`src/rtl/th_pkg.sv`:
```
// Shared constants, state encodings and the state record of the sensor port.
// Assumes a single 40 MHz core clock; the cycle counts below derive from it.
package th_pkg;

	// Core clock rate and the timed behaviours derived from it
	localparam int CLK_HZ = 40_000_000;
	localparam int CONV_TIME_MS = 24;
	localparam int TIMEOUT_TIME_MS = 54;
	localparam int CONV_CYCLES = CLK_HZ / 1000 * CONV_TIME_MS;
	localparam int TIMEOUT_CYCLES = CLK_HZ / 1000 * TIMEOUT_TIME_MS;
	localparam int CNT_W = 22;

	// Register select values
	localparam logic [2:0] SEL_RESULT = 3'h0;
	localparam logic [2:0] SEL_CONFIG = 3'h1;
	localparam logic [2:0] SEL_LOWER = 3'h2;
	localparam logic [2:0] SEL_UPPER = 3'h3;
	localparam logic [2:0] SEL_IDENT = 3'h7;
	localparam logic [7:0] SELECT_RESET = 8'h00;

	// Configuration field positions
	localparam int CFG_SHUTDOWN = 0;
	localparam int CFG_THERMOSTAT = 1;
	localparam int CFG_POLARITY = 2;
	localparam int CFG_FAULT_LO = 3;
	localparam int CFG_SINGLE = 7;

	// Values after reset
	localparam logic [6:0] CONFIG_RESET = 7'h00;
	localparam logic [11:0] RESULT_RESET = 12'h000;
	localparam logic [11:0] LOWER_RESET = 12'h4B0;
	localparam logic [11:0] UPPER_RESET = 12'h500;

	// Serial framing
	localparam logic [4:0] HS_CODE = 5'h01;
	localparam logic [3:0] BITS_PER_BYTE = 4'h8;
	localparam logic [3:0] LAST_BIT = 4'h7;

	// Fault queue depths selected by the two queue bits
	localparam logic [2:0] FAULT_Q0 = 3'h1;
	localparam logic [2:0] FAULT_Q1 = 3'h2;
	localparam logic [2:0] FAULT_Q2 = 3'h4;
	localparam logic [2:0] FAULT_Q3 = 3'h6;

	// Part identification, value is arbitrary
	localparam logic [7:0] PART_ID_DEFAULT = 8'h5C;

	typedef enum logic [2:0] {
		TH_IDLE = 3'b000,
		TH_ADDR = 3'b001,
		TH_ACK = 3'b010,
		TH_WDATA = 3'b011,
		TH_RDATA = 3'b100,
		TH_RACK = 3'b101,
		TH_SKIP = 3'b110
	} th_bus_type;

	typedef struct packed {
		th_bus_type st;
		logic scl_d;
		logic sda_d;
		logic [3:0] cnt;
		logic [7:0] sr;
		logic [15:0] tx;
		logic first;
		logic rw;
		logic nack;
		logic [1:0] wbyte;
		logic [7:0] ptr;
		logic [6:0] cfg;
		logic os_flag;
		logic os_busy;
		logic [11:0] result;
		logic [11:0] lower;
		logic [11:0] upper;
		logic [CNT_W-1:0] conv_cnt;
		logic [CNT_W-1:0] to_cnt;
		logic [2:0] hi_cnt;
		logic [2:0] lo_cnt;
		logic alert;
		logic want_hi;
		logic hs;
		logic sda_oe;
		logic conv_run;
		logic alert_pin;
	} th_state_type;

	localparam th_state_type STATE_RESET = '{
		st: TH_IDLE, scl_d: 1'b1, sda_d: 1'b1, ptr: SELECT_RESET, cfg: CONFIG_RESET,
		result: RESULT_RESET, lower: LOWER_RESET, upper: UPPER_RESET,
		want_hi: 1'b1, conv_run: 1'b1, alert_pin: 1'b1, default: '0
	};

endpackage

```
`src/rtl/th_sync.sv`:
```
// Two-flop synchroniser for inputs arriving from outside the core clock.
// Assumes the clock enable is shared with the logic that reads it.
`timescale 1ns/1ps
module th_sync #(
	parameter int W = 1,
	parameter logic [W-1:0] INIT = '1
) (
	// Clock and control
	input wire logic core_clk,
	input wire logic rst_n,
	input wire logic ce,
	// Data
	input wire logic [W-1:0] d,
	output logic [W-1:0] q
);
	logic [W-1:0] meta;

	// First stage feeds only the second stage
	always_ff @(posedge core_clk or negedge rst_n) begin
		if (!rst_n) begin
			meta <= INIT;
			q <= INIT;
		end else if (ce) begin
			meta <= d;
			q <= meta;
		end
	end
endmodule

```
`src/rtl/th_sensor_port.sv`:
```
// Digital side of the temperature sensor: two-wire slave, mode control,
// register file, conversion timing and the thermostat alert.
// Assumes open-drain pads outside and a converter sample on adc_value.
//
// Overview of operation
// Master sends fast-mode code before address
// Code not acked; switch filters to fast
// Fast mode lasts until STOP
// Line low 54 ms resets interface
// Master keeps clock at least 1 kHz
// Timeout disabled in shutdown
// Unlimited bytes, each one acknowledged
// Address ack held low through ninth clock
// Master ends reads with not-acknowledge
// Shutdown stops conversions, else continuous
// Single bit wakes one conversion
// Single bit reads 0 while busy
// Conversion takes 24 ms
// Mode bit picks comparator or interrupt
// Comparator: set at upper, clear below lower
// Interrupt: set on crossing, cleared by read
// Select byte low bits pick register
// Select resets to result register
// Master writes select upper bits zero
// Map: result, config, lower, upper, identity
// Result twelve bits, high byte first
// Result reads zero until first conversion
// Result two's complement, 0.0625 degree step
// Select kept until rewritten
// Config layout, all zero at reset
// Read word captured at read start
`timescale 1ns/1ps
module th_sensor_port #(
	parameter int unsigned CONV_CYCLES = th_pkg::CONV_CYCLES,
	parameter int unsigned TIMEOUT_CYCLES = th_pkg::TIMEOUT_CYCLES,
	parameter logic [7:0] PART_ID = th_pkg::PART_ID_DEFAULT
) (
	// Clock, reset, enable
	input wire logic core_clk,
	input wire logic rst_n,
	input wire logic ce,
	// Serial pins
	input wire logic scl_in,
	input wire logic sda_in,
	output logic sda_out,
	output logic sda_oe,
	// Strap and converter
	input wire logic [6:0] slave_address,
	input wire logic [11:0] adc_value,
	output logic conv_run,
	// Status
	output logic hs_mode,
	output logic alert_pin
);
	th_pkg::th_state_type s;
	th_pkg::th_state_type n;
	logic scl_s;
	logic sda_s;
	logic scl_rise;
	logic scl_fall;
	logic start_seen;
	logic stop_seen;
	logic timeout;
	logic conv_done;
	logic addr_done;
	logic hs_hit;
	logic addr_hit;
	logic rd_clear;
	logic hi_now;
	logic lo_now;
	logic hi_hit;
	logic lo_hit;
	logic [2:0] depth;
	logic [15:0] rd_word;

	// Pins come from another domain; sample twice before use
	th_sync #(.W(1), .INIT(1'b1)) u_scl (
		.core_clk(core_clk),
		.rst_n(rst_n),
		.ce(ce),
		.d(scl_in),
		.q(scl_s)
	);
	th_sync #(.W(1), .INIT(1'b1)) u_sda (
		.core_clk(core_clk),
		.rst_n(rst_n),
		.ce(ce),
		.d(sda_in),
		.q(sda_s)
	);

	// Bus events from synchronised levels
	assign scl_rise = scl_s & ~s.scl_d;
	assign scl_fall = ~scl_s & s.scl_d;
	assign start_seen = scl_s & s.scl_d & s.sda_d & ~sda_s;
	assign stop_seen = scl_s & s.scl_d & ~s.sda_d & sda_s;
	localparam int CNT_W_T = th_pkg::CNT_W;
	assign timeout = s.to_cnt == CNT_W_T'(TIMEOUT_CYCLES - 1);
	assign conv_done = s.conv_run && s.conv_cnt == CNT_W_T'(CONV_CYCLES - 1);

	// Address byte decode at the end of its eighth clock
	assign addr_done = s.st == th_pkg::TH_ADDR && scl_fall && s.cnt == th_pkg::BITS_PER_BYTE;
	assign hs_hit = addr_done && s.first && s.sr[7:3] == th_pkg::HS_CODE;
	assign addr_hit = addr_done && !hs_hit && s.sr[7:1] == slave_address;
	assign rd_clear = addr_hit && s.sr[0] && s.cfg[th_pkg::CFG_THERMOSTAT]
		&& s.ptr[2:0] == th_pkg::SEL_RESULT;

	// Limit comparison is signed so negative readings order correctly
	assign hi_now = $signed(adc_value) >= $signed(s.upper);
	assign lo_now = $signed(adc_value) < $signed(s.lower);
	assign depth = s.cfg[th_pkg::CFG_FAULT_LO+1] ?
		(s.cfg[th_pkg::CFG_FAULT_LO] ? th_pkg::FAULT_Q3 : th_pkg::FAULT_Q2) :
		(s.cfg[th_pkg::CFG_FAULT_LO] ? th_pkg::FAULT_Q1 : th_pkg::FAULT_Q0);
	// One bit wider so a saturated count cannot wrap below the depth
	assign hi_hit = hi_now && ({1'b0, s.hi_cnt} + 4'h1) >= {1'b0, depth};
	assign lo_hit = lo_now && ({1'b0, s.lo_cnt} + 4'h1) >= {1'b0, depth};

	// Word presented to a read; 8-bit registers repeat in both bytes
	always_comb begin
		unique case (s.ptr[2:0])
			th_pkg::SEL_RESULT: rd_word = {s.result, 4'h0};
			th_pkg::SEL_CONFIG: rd_word = {2{s.os_flag, s.cfg}};
			th_pkg::SEL_LOWER: rd_word = {s.lower, 4'h0};
			th_pkg::SEL_UPPER: rd_word = {s.upper, 4'h0};
			th_pkg::SEL_IDENT: rd_word = {PART_ID, PART_ID};
			default: rd_word = 16'h0000;
		endcase
	end

	// Next-state logic for the whole block
	always_comb begin
		n = s;
		n.scl_d = scl_s;
		n.sda_d = sda_s;

		// Serial engine; start and stop override any byte in flight
		if (start_seen) begin
			n.st = th_pkg::TH_ADDR;
			n.cnt = 4'h0;
			n.first = 1'b1;
			n.wbyte = 2'h0;
			n.sda_oe = 1'b0;
		end else if (stop_seen || timeout) begin
			n.st = th_pkg::TH_IDLE;
			n.hs = 1'b0;
			n.sda_oe = 1'b0;
		end else begin
			unique case (s.st)
				th_pkg::TH_IDLE, th_pkg::TH_SKIP: begin
				end
				th_pkg::TH_ADDR, th_pkg::TH_WDATA: begin
					if (scl_rise) begin
						n.sr = {s.sr[6:0], sda_s};
						n.cnt = s.cnt + 4'h1;
					end
					if (scl_fall && s.cnt == th_pkg::BITS_PER_BYTE) begin
						n.cnt = 4'h0;
						n.first = 1'b0;
						if (hs_hit) begin
							n.hs = 1'b1;
							n.st = th_pkg::TH_SKIP;
						end else if (addr_hit) begin
							n.st = th_pkg::TH_ACK;
							n.sda_oe = 1'b1;
							n.rw = s.sr[0];
							n.tx = rd_word;
						end else if (s.st == th_pkg::TH_WDATA) begin
							n.st = th_pkg::TH_ACK;
							n.sda_oe = 1'b1;
							n.wbyte = (s.wbyte == 2'h2) ? 2'h2 : s.wbyte + 2'h1;
							if (s.wbyte == 2'h0) begin
								n.ptr = s.sr;
							end else begin
								unique case (s.ptr[2:0])
									th_pkg::SEL_CONFIG: begin
										if (s.wbyte == 2'h1) begin
											n.cfg = s.sr[6:0];
										end
										if (s.wbyte == 2'h1 && s.sr[th_pkg::CFG_SHUTDOWN]
											&& s.sr[th_pkg::CFG_SINGLE] && !s.os_busy) begin
											n.os_busy = 1'b1;
											n.os_flag = 1'b0;
										end
									end
									th_pkg::SEL_LOWER: begin
										if (s.wbyte == 2'h1) n.lower[11:4] = s.sr;
										else n.lower[3:0] = s.sr[7:4];
									end
									th_pkg::SEL_UPPER: begin
										if (s.wbyte == 2'h1) n.upper[11:4] = s.sr;
										else n.upper[3:0] = s.sr[7:4];
									end
									default: begin
									end
								endcase
							end
						end else begin
							n.st = th_pkg::TH_SKIP;
						end
					end
				end
				th_pkg::TH_ACK: begin
					// Release after the ninth clock, or drive first read bit
					if (scl_fall) begin
						n.cnt = 4'h0;
						n.st = s.rw ? th_pkg::TH_RDATA : th_pkg::TH_WDATA;
						n.sda_oe = s.rw & ~s.tx[15];
					end
				end
				th_pkg::TH_RDATA: begin
					// Word rotates so longer reads repeat it
					if (scl_fall) begin
						n.tx = {s.tx[14:0], s.tx[15]};
						n.cnt = s.cnt + 4'h1;
						if (s.cnt == th_pkg::LAST_BIT) begin
							n.st = th_pkg::TH_RACK;
							n.sda_oe = 1'b0;
						end else begin
							n.sda_oe = ~s.tx[14];
						end
					end
				end
				th_pkg::TH_RACK: begin
					if (scl_rise) n.nack = sda_s;
					if (scl_fall) begin
						n.cnt = 4'h0;
						n.st = s.nack ? th_pkg::TH_SKIP : th_pkg::TH_RDATA;
						n.sda_oe = ~s.nack & ~s.tx[15];
					end
				end
				default: begin
					n.st = th_pkg::TH_IDLE;
					n.sda_oe = 1'b0;
				end
			endcase
		end

		// Stuck-line watchdog runs only inside a frame and out of shutdown
		if (s.st != th_pkg::TH_IDLE && !s.cfg[th_pkg::CFG_SHUTDOWN]
			&& (!scl_s || !sda_s) && !start_seen && !timeout) begin
			n.to_cnt = s.to_cnt + 1'b1;
		end else begin
			n.to_cnt = '0;
		end

		// Clears first so a same-cycle set wins
		if (rd_clear) n.alert = 1'b0;
		if (n.cfg[th_pkg::CFG_SHUTDOWN] && !s.cfg[th_pkg::CFG_SHUTDOWN]
			&& s.cfg[th_pkg::CFG_THERMOSTAT]) n.alert = 1'b0;

		// Conversion timing and thermostat evaluation
		if (s.conv_run) n.conv_cnt = s.conv_cnt + 1'b1;
		if (conv_done) begin
			n.conv_cnt = '0;
			n.result = adc_value;
			n.hi_cnt = hi_now ? ((s.hi_cnt == 3'h7) ? s.hi_cnt : s.hi_cnt + 3'h1) : 3'h0;
			n.lo_cnt = lo_now ? ((s.lo_cnt == 3'h7) ? s.lo_cnt : s.lo_cnt + 3'h1) : 3'h0;
			if (!s.cfg[th_pkg::CFG_THERMOSTAT]) begin
				if (hi_hit) n.alert = 1'b1;
				else if (lo_hit) n.alert = 1'b0;
			end else if (s.want_hi && hi_hit) begin
				n.alert = 1'b1;
				n.want_hi = 1'b0;
			end else if (!s.want_hi && lo_hit) begin
				n.alert = 1'b1;
				n.want_hi = 1'b1;
			end
			if (s.os_busy) begin
				n.os_busy = 1'b0;
				n.os_flag = 1'b1;
			end
		end
		n.conv_run = !n.cfg[th_pkg::CFG_SHUTDOWN] || n.os_busy;
		if (!n.conv_run) n.conv_cnt = '0;

		// Pin polarity follows the polarity bit
		n.alert_pin = n.cfg[th_pkg::CFG_POLARITY] ? n.alert : ~n.alert;
	end

	// Single state register, frozen while the enable is low
	always_ff @(posedge core_clk or negedge rst_n) begin
		if (!rst_n) begin
			s <= th_pkg::STATE_RESET;
		end else if (ce) begin
			s <= n;
		end
	end

	// Outputs straight from state; data pin only ever pulls low
	assign sda_out = 1'b0;
	assign sda_oe = s.sda_oe;
	assign conv_run = s.conv_run;
	assign hs_mode = s.hs;
	assign alert_pin = s.alert_pin;
endmodule

```
`config.mk`:
```
export PLATFORM = sky130hd
export DESIGN_NAME = th_sensor_port
export DESIGN_NICKNAME = d
export VERILOG_FILES = /design/src/rtl/th_pkg.sv /design/src/rtl/th_sync.sv /design/src/rtl/th_sensor_port.sv
export SDC_FILE = /design/constraint.sdc
export NUM_CORES = 1
export LEC_CHECK = 0
export ABC_AREA = 0
export BUFFER_PORTS_ARGS = -buffer_cell sky130_fd_sc_hd__buf_2
export CAP_MARGIN = 20
export CELL_PAD_IN_SITES_DETAIL_PLACEMENT = 1
export CELL_PAD_IN_SITES_GLOBAL_PLACEMENT = 1
export CORE_ASPECT_RATIO = 0.9
export CORE_UTILIZATION = 44
export CTS_CLUSTER_DIAMETER = 40
export DETAILED_ROUTE_END_ITERATION = 10
export PLACE_DENSITY = 0.87
export SKIP_LAST_GASP = 1
export SYNTH_ARGS = -nofsm -noshare
export SYNTH_HDL_FRONTEND = slang
export SYNTH_SLANG_ARGS = --single-unit
```
`constraint.sdc`:
```
create_clock -name core_clk -period 2.4 [get_ports core_clk]
set_input_delay 0.24 -clock core_clk [delete_from_list [all_inputs] [get_ports core_clk]]
set_output_delay 0.24 -clock core_clk [all_outputs]
set_load 0.1 [all_outputs]
```
; ---- Yosys cells after proc, flatten, opt, wreduce, memory -nomap -nowiden
; Cells that the tools add are included.
[totals]
latchBits = 0
regBits = 151
n_memories = 0
ramBits = 0
romBits = 0
[classes]
order_cmp = 4
muxes = 82
n_addsub = 8
div_mod_pow = 0
eq_ne = 41
multipliers = 0
n_reduce_logical = 73
n_bitwise = 23
shift = 0
[ops]
columns = op, n
row1 = $mux 19, 5
row2 = $mux 22, 4
row3 = $pmux 16 s5, 1
row4 = $reduce_and 11->1, 5
row5 = $mux 50, 1
row6 = $mux 16, 3
row7 = $mux 3, 16
row8 = $add 22x1->22 const B, 2
row9 = $pmux 16 s2, 1
row10 = $ne 4x4->1 const B, 7
row11 = $mux 2, 13
row12 = $logic_and 1x1->1, 24
row13 = $eq 22x20->1 const B, 1
row14 = $eq 22x22->1 const B, 1
row15 = $mux 1, 22
row16 = $reduce_and 7->1, 3
row17 = $eq 3x3->1 const B, 6
row18 = $mux 18, 1
row19 = $mux 9, 2
row20 = $ne 2x2->1 const B, 9
row21 = $mux 4, 4
row22 = $mux 8, 2
row23 = $reduce_and 8->1, 2
row24 = $reduce_bool 2->1, 8
row25 = other kinds (41), 88

; ---- Logic depth before layout (Yosys ltp)
; Gate-level depths: netlist (run 1).
[logic_depth]
word_depth = 24
ltp_mapped = 11

; ---- Modules after synthesis
; A second synthesis (run 1) with hierarchy kept.
[unflattened]
hier_cells = 886
area_unflattened_um2 = 8379.3
[by_module_without_submodules]
columns = module, seq_area_each_um2, cells_per_inst, area_per_inst_um2, instances
row1 = th_sensor_port, 3567.2, 878, 8229.1, 1
row2 = th_sync, 52.6, 4, 75.1, 2

; ---- Least setup slack after synthesis (run 1)
; OpenSTA, ideal clock, no wires.
[synth_path]
path_kind = register to register
startpoint = register s[12] (netlist bit)
endpoint = register s[68] (netlist bit)
setup_ns = 0.125
arrival_time_ns = 2.554
path_stages_with_launch = 9
required_time_ns = 2.275
slack_ns = -0.279
cell_sequence = dfrtp_1 > ha_1 > and3_1 > nand4_1 > o21ai_2 > or4_1 > or4_4 > nor2_4 > mux2_2
[synth_between]
elab_chain_len = 4
[synth_rtl]
columns = element, line
row1 = from (decl), th_sensor_port.sv:55  ; th_pkg::th_state_type s;
row2 = from (signal assigned), th_sensor_port.sv:283  ; s <= th_pkg::STATE_RESET;
row3 = from (signal assigned), th_sensor_port.sv:285  ; s <= n;
row4 = $eq 22x22->1, th_sensor_port.sv:98  ; assign timeout = s.to_cnt == CNT_W_T'(TIMEOUT_CYCLES - 1);
row5 = $logic_or 1x1->1, th_sensor_port.sv:143  ; end else if (stop_seen || timeout) begin
row6 = $not 1->1 (no source line), --
row7 = $reduce_and 11->1 (no source line), --
; Every way passes these cells.
; A chain may end at the register's enable or synchronous reset.

; ---- Final worst setup path (run 1)
[layout_path]
startpoint = register s[110] (netlist bit)
endpoint = register s[41] (netlist bit)
[layout_between]
elab_chain_len = 19
word_cells_on_any_way = 23
[layout_rtl]
columns = element, line
row1 = $eq 2x1->1, "th_sensor_port.sv:176, th_sensor_port.sv:179"
row2 = $logic_and 1x1->1, th_sensor_port.sv:179  ; if (s.wbyte == 2'h1 && s.sr[th_pkg::CFG_SHUTDOWN]
row3 = $logic_and 1x1->1 (2 in series), th_sensor_port.sv:180  ; && s.sr[th_pkg::CFG_SINGLE] && !s.os_busy) begin
row4 = $mux 2, th_sensor_port.sv:179
row5 = $mux 9, th_sensor_port.sv:174  ; unique case (s.ptr[2:0])
row6 = $mux 9 (*), th_sensor_port.sv:171  ; if (s.wbyte == 2'h0) begin
row7 = $mux 19 (*), th_sensor_port.sv:167  ; end else if (s.st == th_pkg::TH_WDATA) begin
row8 = $mux 19 (*), th_sensor_port.sv:162  ; end else if (addr_hit) begin
row9 = (+2 left out), --
row10 = $mux 19 (*), th_sensor_port.sv:148  ; unique case (s.st)
row11 = $mux 50 (*), th_sensor_port.sv:143
row12 = $mux 5 (*), th_sensor_port.sv:137  ; if (start_seen) begin
row13 = $mux 2, th_sensor_port.sv:268  ; if (s.os_busy) begin
row14 = $mux 14, th_sensor_port.sv:253  ; if (conv_done) begin
row15 = $logic_or 1x1->1 (*), th_sensor_port.sv:273  ; n.conv_run = !n.cfg[th_pkg::CFG_SHUTDOWN] || n.os_busy;
row16 = $ne 3x2->1 (no source line), --
row17 = $reduce_and 2->1 (no source line), --
; Every way passes the cells marked *; elsewhere a longest branch is shown, timed or not. The select of a mux whose other input is x is not followed.

==> metrics, run 1 <==
status finished, violations left; failing checks setup timing; share of layout cells above drive strength 1 0.360; Die Y-Extent 133 µm; part of the power in the clock network 0.307; num rows between 40 and 50; Mapped Cells 896; clock buffer count from CTS 17; drt first pass iters 5; register share of total power 0.352; Yosys cell types 74; critical hold path startpoint scl_in; synthesized area 8330 µm²; Ports 29; unrepaired setup endpoints after global routing true; via count about 8300; FF/Latch Area roughly 3700 µm²; Final Max Slew Viols 0; achievable frequency roughly 360 MHz; Routed WL 34500 µm; Pwr Density 825 nW/µm²; Final ANT Viol Nets 0; syn_area_per_cell 9.29 µm²; WP data required between 2 and 3 ns; RR Startpoint s[110]; Syn Nets 960; Worst-Margin Slew approximately 0.9 ns; crit path launch type flip-flop; fill cell count 2065; Setup Skew about 0.013 ns; port buffer count 27; NumNets Final around 1100; Final WS setup -0.402 ns; Worst-path clk slew roughly 0.070 ns; P_int between 5000 and 6000 µW; Crit Reg-Reg Endpoint s[41]; Cell Area, Placed ~9500 µm²; final-report hold violation count 0; Net Sw Frac 0.384; reg2reg setup slack -0.40 ns; critical path class reg2reg; # DRC 0; EDFF count, synth 0; top_reg_cell synth dfrtp_1; crit share post-route 1.17; grt ovf 0; DR WL/cell 26.5 µm; DRT iter0 DRCs 762; Area contributors post-synth dfrtp_1 39%, ha_1 6.0%, nand2_1 5.5%; initial antenna violation count 2; Hold Crit Class in2reg; first-pass GRT wire length roughly 48000 µm; peak supply drop ~0.52 mV; slew margin rel. 0.409; post-DP HPWL between 15000 and 20000 µm; R2R cell count 12; yosys warns 0; initial core utilization 0.451; latest clock arrival within the worst-skew pair 0.46 ns; clock root buffer clkbuf_16; Min-Delay Endpoint u_scl.meta; largest net degree at the start of global routing between 60 and 70; post-layout total power 9090 µW; sequential fraction of the synthesis area 0.441; Placeable Area between 15000 and 20000 µm²; Die Footprint slightly below 20000 µm²; area grow syn2layout 32.4%; Die X between 100 and 150 µm; Switch Pwr 3490 µW; CP Max Fanout 20; Synth area leader dfrtp_1; CTS tree yes; share of the synthesized area in the top cell type 0.394; Hold Path Cell Cnt 2; htree depth 4; RD Place Congestion just under 0.9; multi-input gate area in the final layout approximately 4900 µm²; Setup crit end kind flip-flop; final instance area approximately 11000 µm²; Critical Path AT between 3 and 4 ns; max_cap viols 0; final setup violation count 68; gr usage total 0.324; Tmin final 2.80 ns; deepest clock path buffer count 2; Async SR Flop Fraction 1.00; Logic pwr share 0.341; CTS sink cnt 146; vias in the first global route between 8000 and 9000; Leakage 0.00491 µW; DR vias/cell roughly 6.4; synthesized flop and latch total between 100 and 150
power by group through the flow:
stage               registers [µW]  clock network, µW  logic [µW]
global route                  3220               2890        3280
finish                        3200               2790        3100
CTS                           3150               2750        2750
global placement              3140                  0        2410
floorplan                     3120                  0        1520
detailed placement            3170                  0        2540
synth_stat cells, types with 13 or more instances:
cell / n
o21ai_0: 68
a21oi_1: 31
nor2_1: 88
o21ai_1: 13
nor3_1: 15
clkbuf_1: 27
a21oi_2: 15
dfstp_2: 15
nand3_1: 29
dfrtp_1: 131
xor2_1: 13
inv_1: 53
mux2_2: 32
nand2_1: 123
xnor2_1: 15
ha_1: 40
cells by family (layout without fill, tap and decap cells):
group | Yosys count | after routing | share of synthesized area
AOI/OAI and AO/OA | 201 | 201 | 0.155
xor gates and xnor gates | 28 | 28 | 0.0294
adders and majority gates | 40 | 40 | 0.0601
buffers and inverters | 90 | 250 | 0.0445
DFF | 146 | 146 | 0.441
muxes | 50 | 50 | 0.0742
other | 1 | 2 | 0.000450
and+or+nand+nor | 340 | 340 | 0.195
per-stage QoR:
stage / utilization / TNS (ns) / setup WS (ns) / hold slack, ns / cells
floorplan: - / -0.523 / -0.231 / -0.0556 / 896
global placement: 0.516 / -2.26 / -0.129 / 0.283 / 1242
detailed placement: 0.516 / -8.55 / -0.289 / 0.283 / 1242
CTS: 0.573 / -6.99 / -0.210 / 0.0239 / 1294
global route: 0.597 / -16.01 / -0.412 / 0.0236 / 1302
finish: 0.597 / -12.04 / -0.402 / 0.0171 / 1302
timing repair:
item / 4_1_cts / 5_1_grt
gates cloned: 4 / 2
setup endpoints to repair: 68 / 112
pin swaps: 21 / 32
gates resized for setup: 66 / 109
hold endpoints to repair: 52 / 0
buffers inserted: 15 / 14
hold buffers: 1 / 0
worst max-delay path: stages, from the launching register on:
cell and delay [ns]:
dfrtp_1 0.40, inv_2 0.08, buf_4 0.15, ha_4 0.16, inv_2 0.08, nand4_1 0.24, a211oi_4 0.39, mux2i_2 0.15
o2111ai_1 0.35, buf_6 0.25, nor2b_1 0.08, o21ai_0 0.21, o31ai_1 0.12
worst max-delay path by stage:
stage,from,endpoint,slack (ns),cells past startpoint
floorplan,s[12],s[68],-0.23,8
global placement,s[13],s[68],-0.13,8
detailed placement,s[66],alert_pin,-0.29,11
CTS,s[139],s[52],-0.21,12
global route,s[110],s[41],-0.41,12
finish,s[110],s[41],-0.40,12
routing by layer:
metal / vias to the layer above / share of wire / track usage
li1: 3450 / - / -
met1: 4208 / 0.38 / 0.391
met2: 461 / 0.49 / 0.542
met3: 162 / 0.069 / 0.0738
met4: 2 / 0.055 / 0.167
met5: - / 0.00032 / 0
registers in the layout, indices dropped and copies added (netlist names):
register    cells
s             138
alert_pin       1
conv_run        1
hs_mode         1
sda_oe          1
u_scl.meta      1
u_scl.q         1
u_sda.meta      1
u_sda.q         1
final cells by class:
class,instances,area share
Multi-Input combinational cell,660,0.445
Clock inverter,15,0.0143
Timing Repair Buffer,165,0.123
Clock buffer,17,0.0386
Antenna cell,1,0.000227
Inverter,53,0.0180
Tap cell,245,0.0278
Sequential cell,146,0.333
layout by cell type, fill, tap and decap left out, types with 7 or more instances in the layout:
| master | instances |
|---|---|
| nand2b_1 | 9 |
| nand4_1 | 12 |
| nand3_1 | 27 |
| buf_4 | 112 |
| a21oi_1 | 24 |
| and3_1 | 11 |
| ha_1 | 33 |
| o21ai_1 | 22 |
| dfstp_2 | 14 |
| nand2_2 | 8 |
| nor2b_1 | 8 |
| buf_2 | 27 |
| inv_1 | 50 |
| nor2_1 | 73 |
| buf_6 | 18 |
| o21ai_0 | 44 |
| mux2_2 | 28 |
| a22oi_1 | 9 |
| clkbuf_16 | 17 |
| xor2_1 | 13 |
| o31ai_1 | 7 |
| nor3_1 | 7 |
| dfrtp_1 | 131 |
| nor2_2 | 10 |
| nand2_1 | 113 |
| mux2i_1 | 8 |
| a21oi_2 | 20 |
| nor2_4 | 7 |
| o21ai_2 | 16 |
| xnor2_1 | 15 |
No activity file was read; power rests on OpenSTA's default activity.
==> run 2: changes to the inputs <==
--- a/config.mk
+++ b/config.mk
@@ -8,7 +8,7 @@
 export ABC_AREA = 0
 export BUFFER_PORTS_ARGS = -buffer_cell sky130_fd_sc_hd__buf_2
 export CAP_MARGIN = 20
-export CELL_PAD_IN_SITES_DETAIL_PLACEMENT = 1
+export CELL_PAD_IN_SITES_DETAIL_PLACEMENT = 0
 export CELL_PAD_IN_SITES_GLOBAL_PLACEMENT = 1
 export CORE_ASPECT_RATIO = 0.9
 export CORE_UTILIZATION = 44
==> run 2 against run 1 <==
- the run still ends with setup timing left
- clock-buffer cell count is 4 higher
- setup slack better by 0.23 ns
- power is 5.5% lower
- cell count is 0.31% lower
- combinational power is 16% lower
- flip-flop and latch count stayed put
==> metrics, run 2 (same netlist as run 1, synthesis figures left out) <==
max_cap viols 0; DR WL/cell around 18 µm; CP dominant cell by count o21ai_1; Setup Skew between 0.004 and 0.005 ns; clock root buffer clkbuf_16; # DRC 0; critical path class reg2reg; crit share post-route 1.07; P_int 5740 µW; Critical Path AT roughly 2.9 ns; initial core utilization 0.451; Ports 29; num rows 47; multi-input gate area in the final layout ~4700 µm²; Hold WS between 0.04 and 0.05 ns; worst path cell trace inv_1 -> ha_1 -> and4bb_2 -> nand4_1 -> a211oi_4 -> mux2i_2 -> buf_4 -> o2111ai_4 -> buf_6 -> nor2_4 -> o21ai_1 -> o21ai_1; initial antenna violation count 2; final-report hold violation count 0; deepest clock path buffer count 2; latest clock arrival within the worst-skew pair between 0.4 and 0.5 ns; Worst-path clk slew roughly 0.06 ns; clock buffer count from CTS 17; htree depth 4; failing checks setup timing; Die Footprint between 15000 and 20000 µm²; Routed WL around 23000 µm; achievable frequency just under 400 MHz; Max stage delay on crit path slightly below 0.4 ns; NumNets Final 1102; Die X around 150 µm; Final Max Slew Viols 0; Pwr Density around 800 nW/µm²; share of layout cells above drive strength 1 0.318; gr usage total 0.239; peak supply drop about 0.5 mV; vias in the first global route 7106; Hold Path Cell Cnt 2; Min-Delay Endpoint u_scl.meta; most frequent cells in the layout 131 x dfrtp_1, 116 x nand2_1, 112 x buf_4; Worst-Margin Slew between 0.6 and 0.7 ns; drt first pass iters 5; port buffer count 27; Crit-path slowest cell dfrtp_1; Leakage 0.00483 µW; final setup violation count 50; Setup WS pre-CTS -0.202 ns; crit path launch type flip-flop; Tmin final about 2.6 ns; WP data required around 2.7 ns; Setup crit end kind flip-flop; Final ANT Viol Nets 0; Logic pwr share 0.304; via count 7243; Die Y-Extent 133 µm; part of the power in the clock network 0.333; slew margin rel. 0.547; critical hold path startpoint scl_in; area grow syn2layout 29.1%; CTS sink cnt approximately 150; first-pass GRT wire length 36400 µm; status finished, violations left; CTS tree yes; commonest non-fill, non-tap cell in the layout dfrtp_1; R2R cell count 12; reg2reg setup slack -0.17 ns; RR Startpoint s[139]; DR vias/cell ~5.6; fill cell count ~1600; Placeable Area about 18000 µm²; post-DP HPWL approximately 16000 µm; grt ovf 0; Net Sw Frac 0.333; Reg with most FFs s; Crit Reg-Reg Endpoint s[53]; RD Place Congestion 0.888; register share of total power 0.363; Switch Pwr around 2900 µW; FF/Latch Area 3680 µm²; DRT iter0 DRCs 587; unrepaired setup endpoints after global routing true; largest net degree at the start of global routing 64; Hold Crit Class in2reg; Final WS setup -0.168 ns; max FFs per register around 140; Layout Utilization 0.582; CP Max Fanout 5
run 2: cell types whose count changed in the layout (fill, tap and decap cells not counted), moves of 3 or more:
cell      previous run  this run
a21oi_1             24        27
buf_16               3         0
buf_6               18        15
clkbuf_1             0         3
clkinv_2             3         0
mux2_4               6         3
nand2_1            113       116
nor2_1              73        79
nor2_2              10         7
nor2_4               7         4
nor3_1               7        12
nor3_2               6         2
o21ai_1             22        28
o21ai_2             16         8
run 2: power by group through the flow:
stage	Sequential, µW	Combinational, µW	Clock [µW]
floorplan	3120	1520	0
global placement	3140	2410	0
detailed placement	3140	2440	0
CTS	3110	2530	2900
global route	3160	2860	3000
finish	3120	2610	2860
run 2: timing repair:
| action | in CTS | in global routing |
|---|---|---|
| gates cloned | 4 | 3 |
| gates resized for setup | 50 | 67 |
| hold buffers | 1 | 0 |
| endpoints found under the setup margin | 56 | 82 |
| buffers inserted | 11 | 5 |
| pin swaps | 23 | 20 |
| endpoints found under the hold margin | 52 | 0 |
run 2: how the worst max path moves through the flow:
stage | end | start | depth (start not counted)
final | s[53] | s[139] | 12
after global routing | s[53] | s[139] | 12
after CTS | s[128] | s[139] | 10
after detailed placement | s[68] | s[13] | 8
after global placement | s[68] | s[13] | 8
after floorplan | s[68] | s[12] | 8
run 2: per-layer routing:
metal	vias to the layer above	routed length (µm)	global-route usage
met5	-	0	0
li1	3453	-	-
met3	25	1220	0.0462
met2	196	10700	0.376
met1	3569	10500	0.334
met4	0	303	0.0693
run 2: critical path, delay by kind of cell, from the launching register on:
kind / cells / cell delay, ns
AO/OA/AOI/OAI: 4 / 0.65
adder cells (fa/ha/maj): 1 / 0.14
buffers and inverters: 3 / 0.43
flip-flops: 1 / 0.39
multiplexers: 1 / 0.29
AND/OR/NAND/NOR: 3 / 0.57
run 2: area by class of cell:
type / instances / area share
Multi-Input combinational cell: 660 / 0.435
Sequential cell: 146 / 0.342
Timing Repair Buffer: 160 / 0.117
Clock buffer: 21 / 0.0419
Tap cell: 245 / 0.0285
Inverter: 53 / 0.0185
Clock inverter: 11 / 0.0165
Antenna cell: 2 / 0.000466
run 2: per-stage QoR:
stage          setup TNS (ns)  std cells  power [µW]  area [µm²]
4_1_cts                 -4.09       1290        8530       10500
5_1_grt                -10.66       1298        9020       10800
3_5_place_dp            -5.32       1242        5580        9530
6_report                -5.53       1298        8590       10800
2_1_floorplan          -0.523        896        4640        8380
3_3_place_gp            -2.26       1242        5550        9530
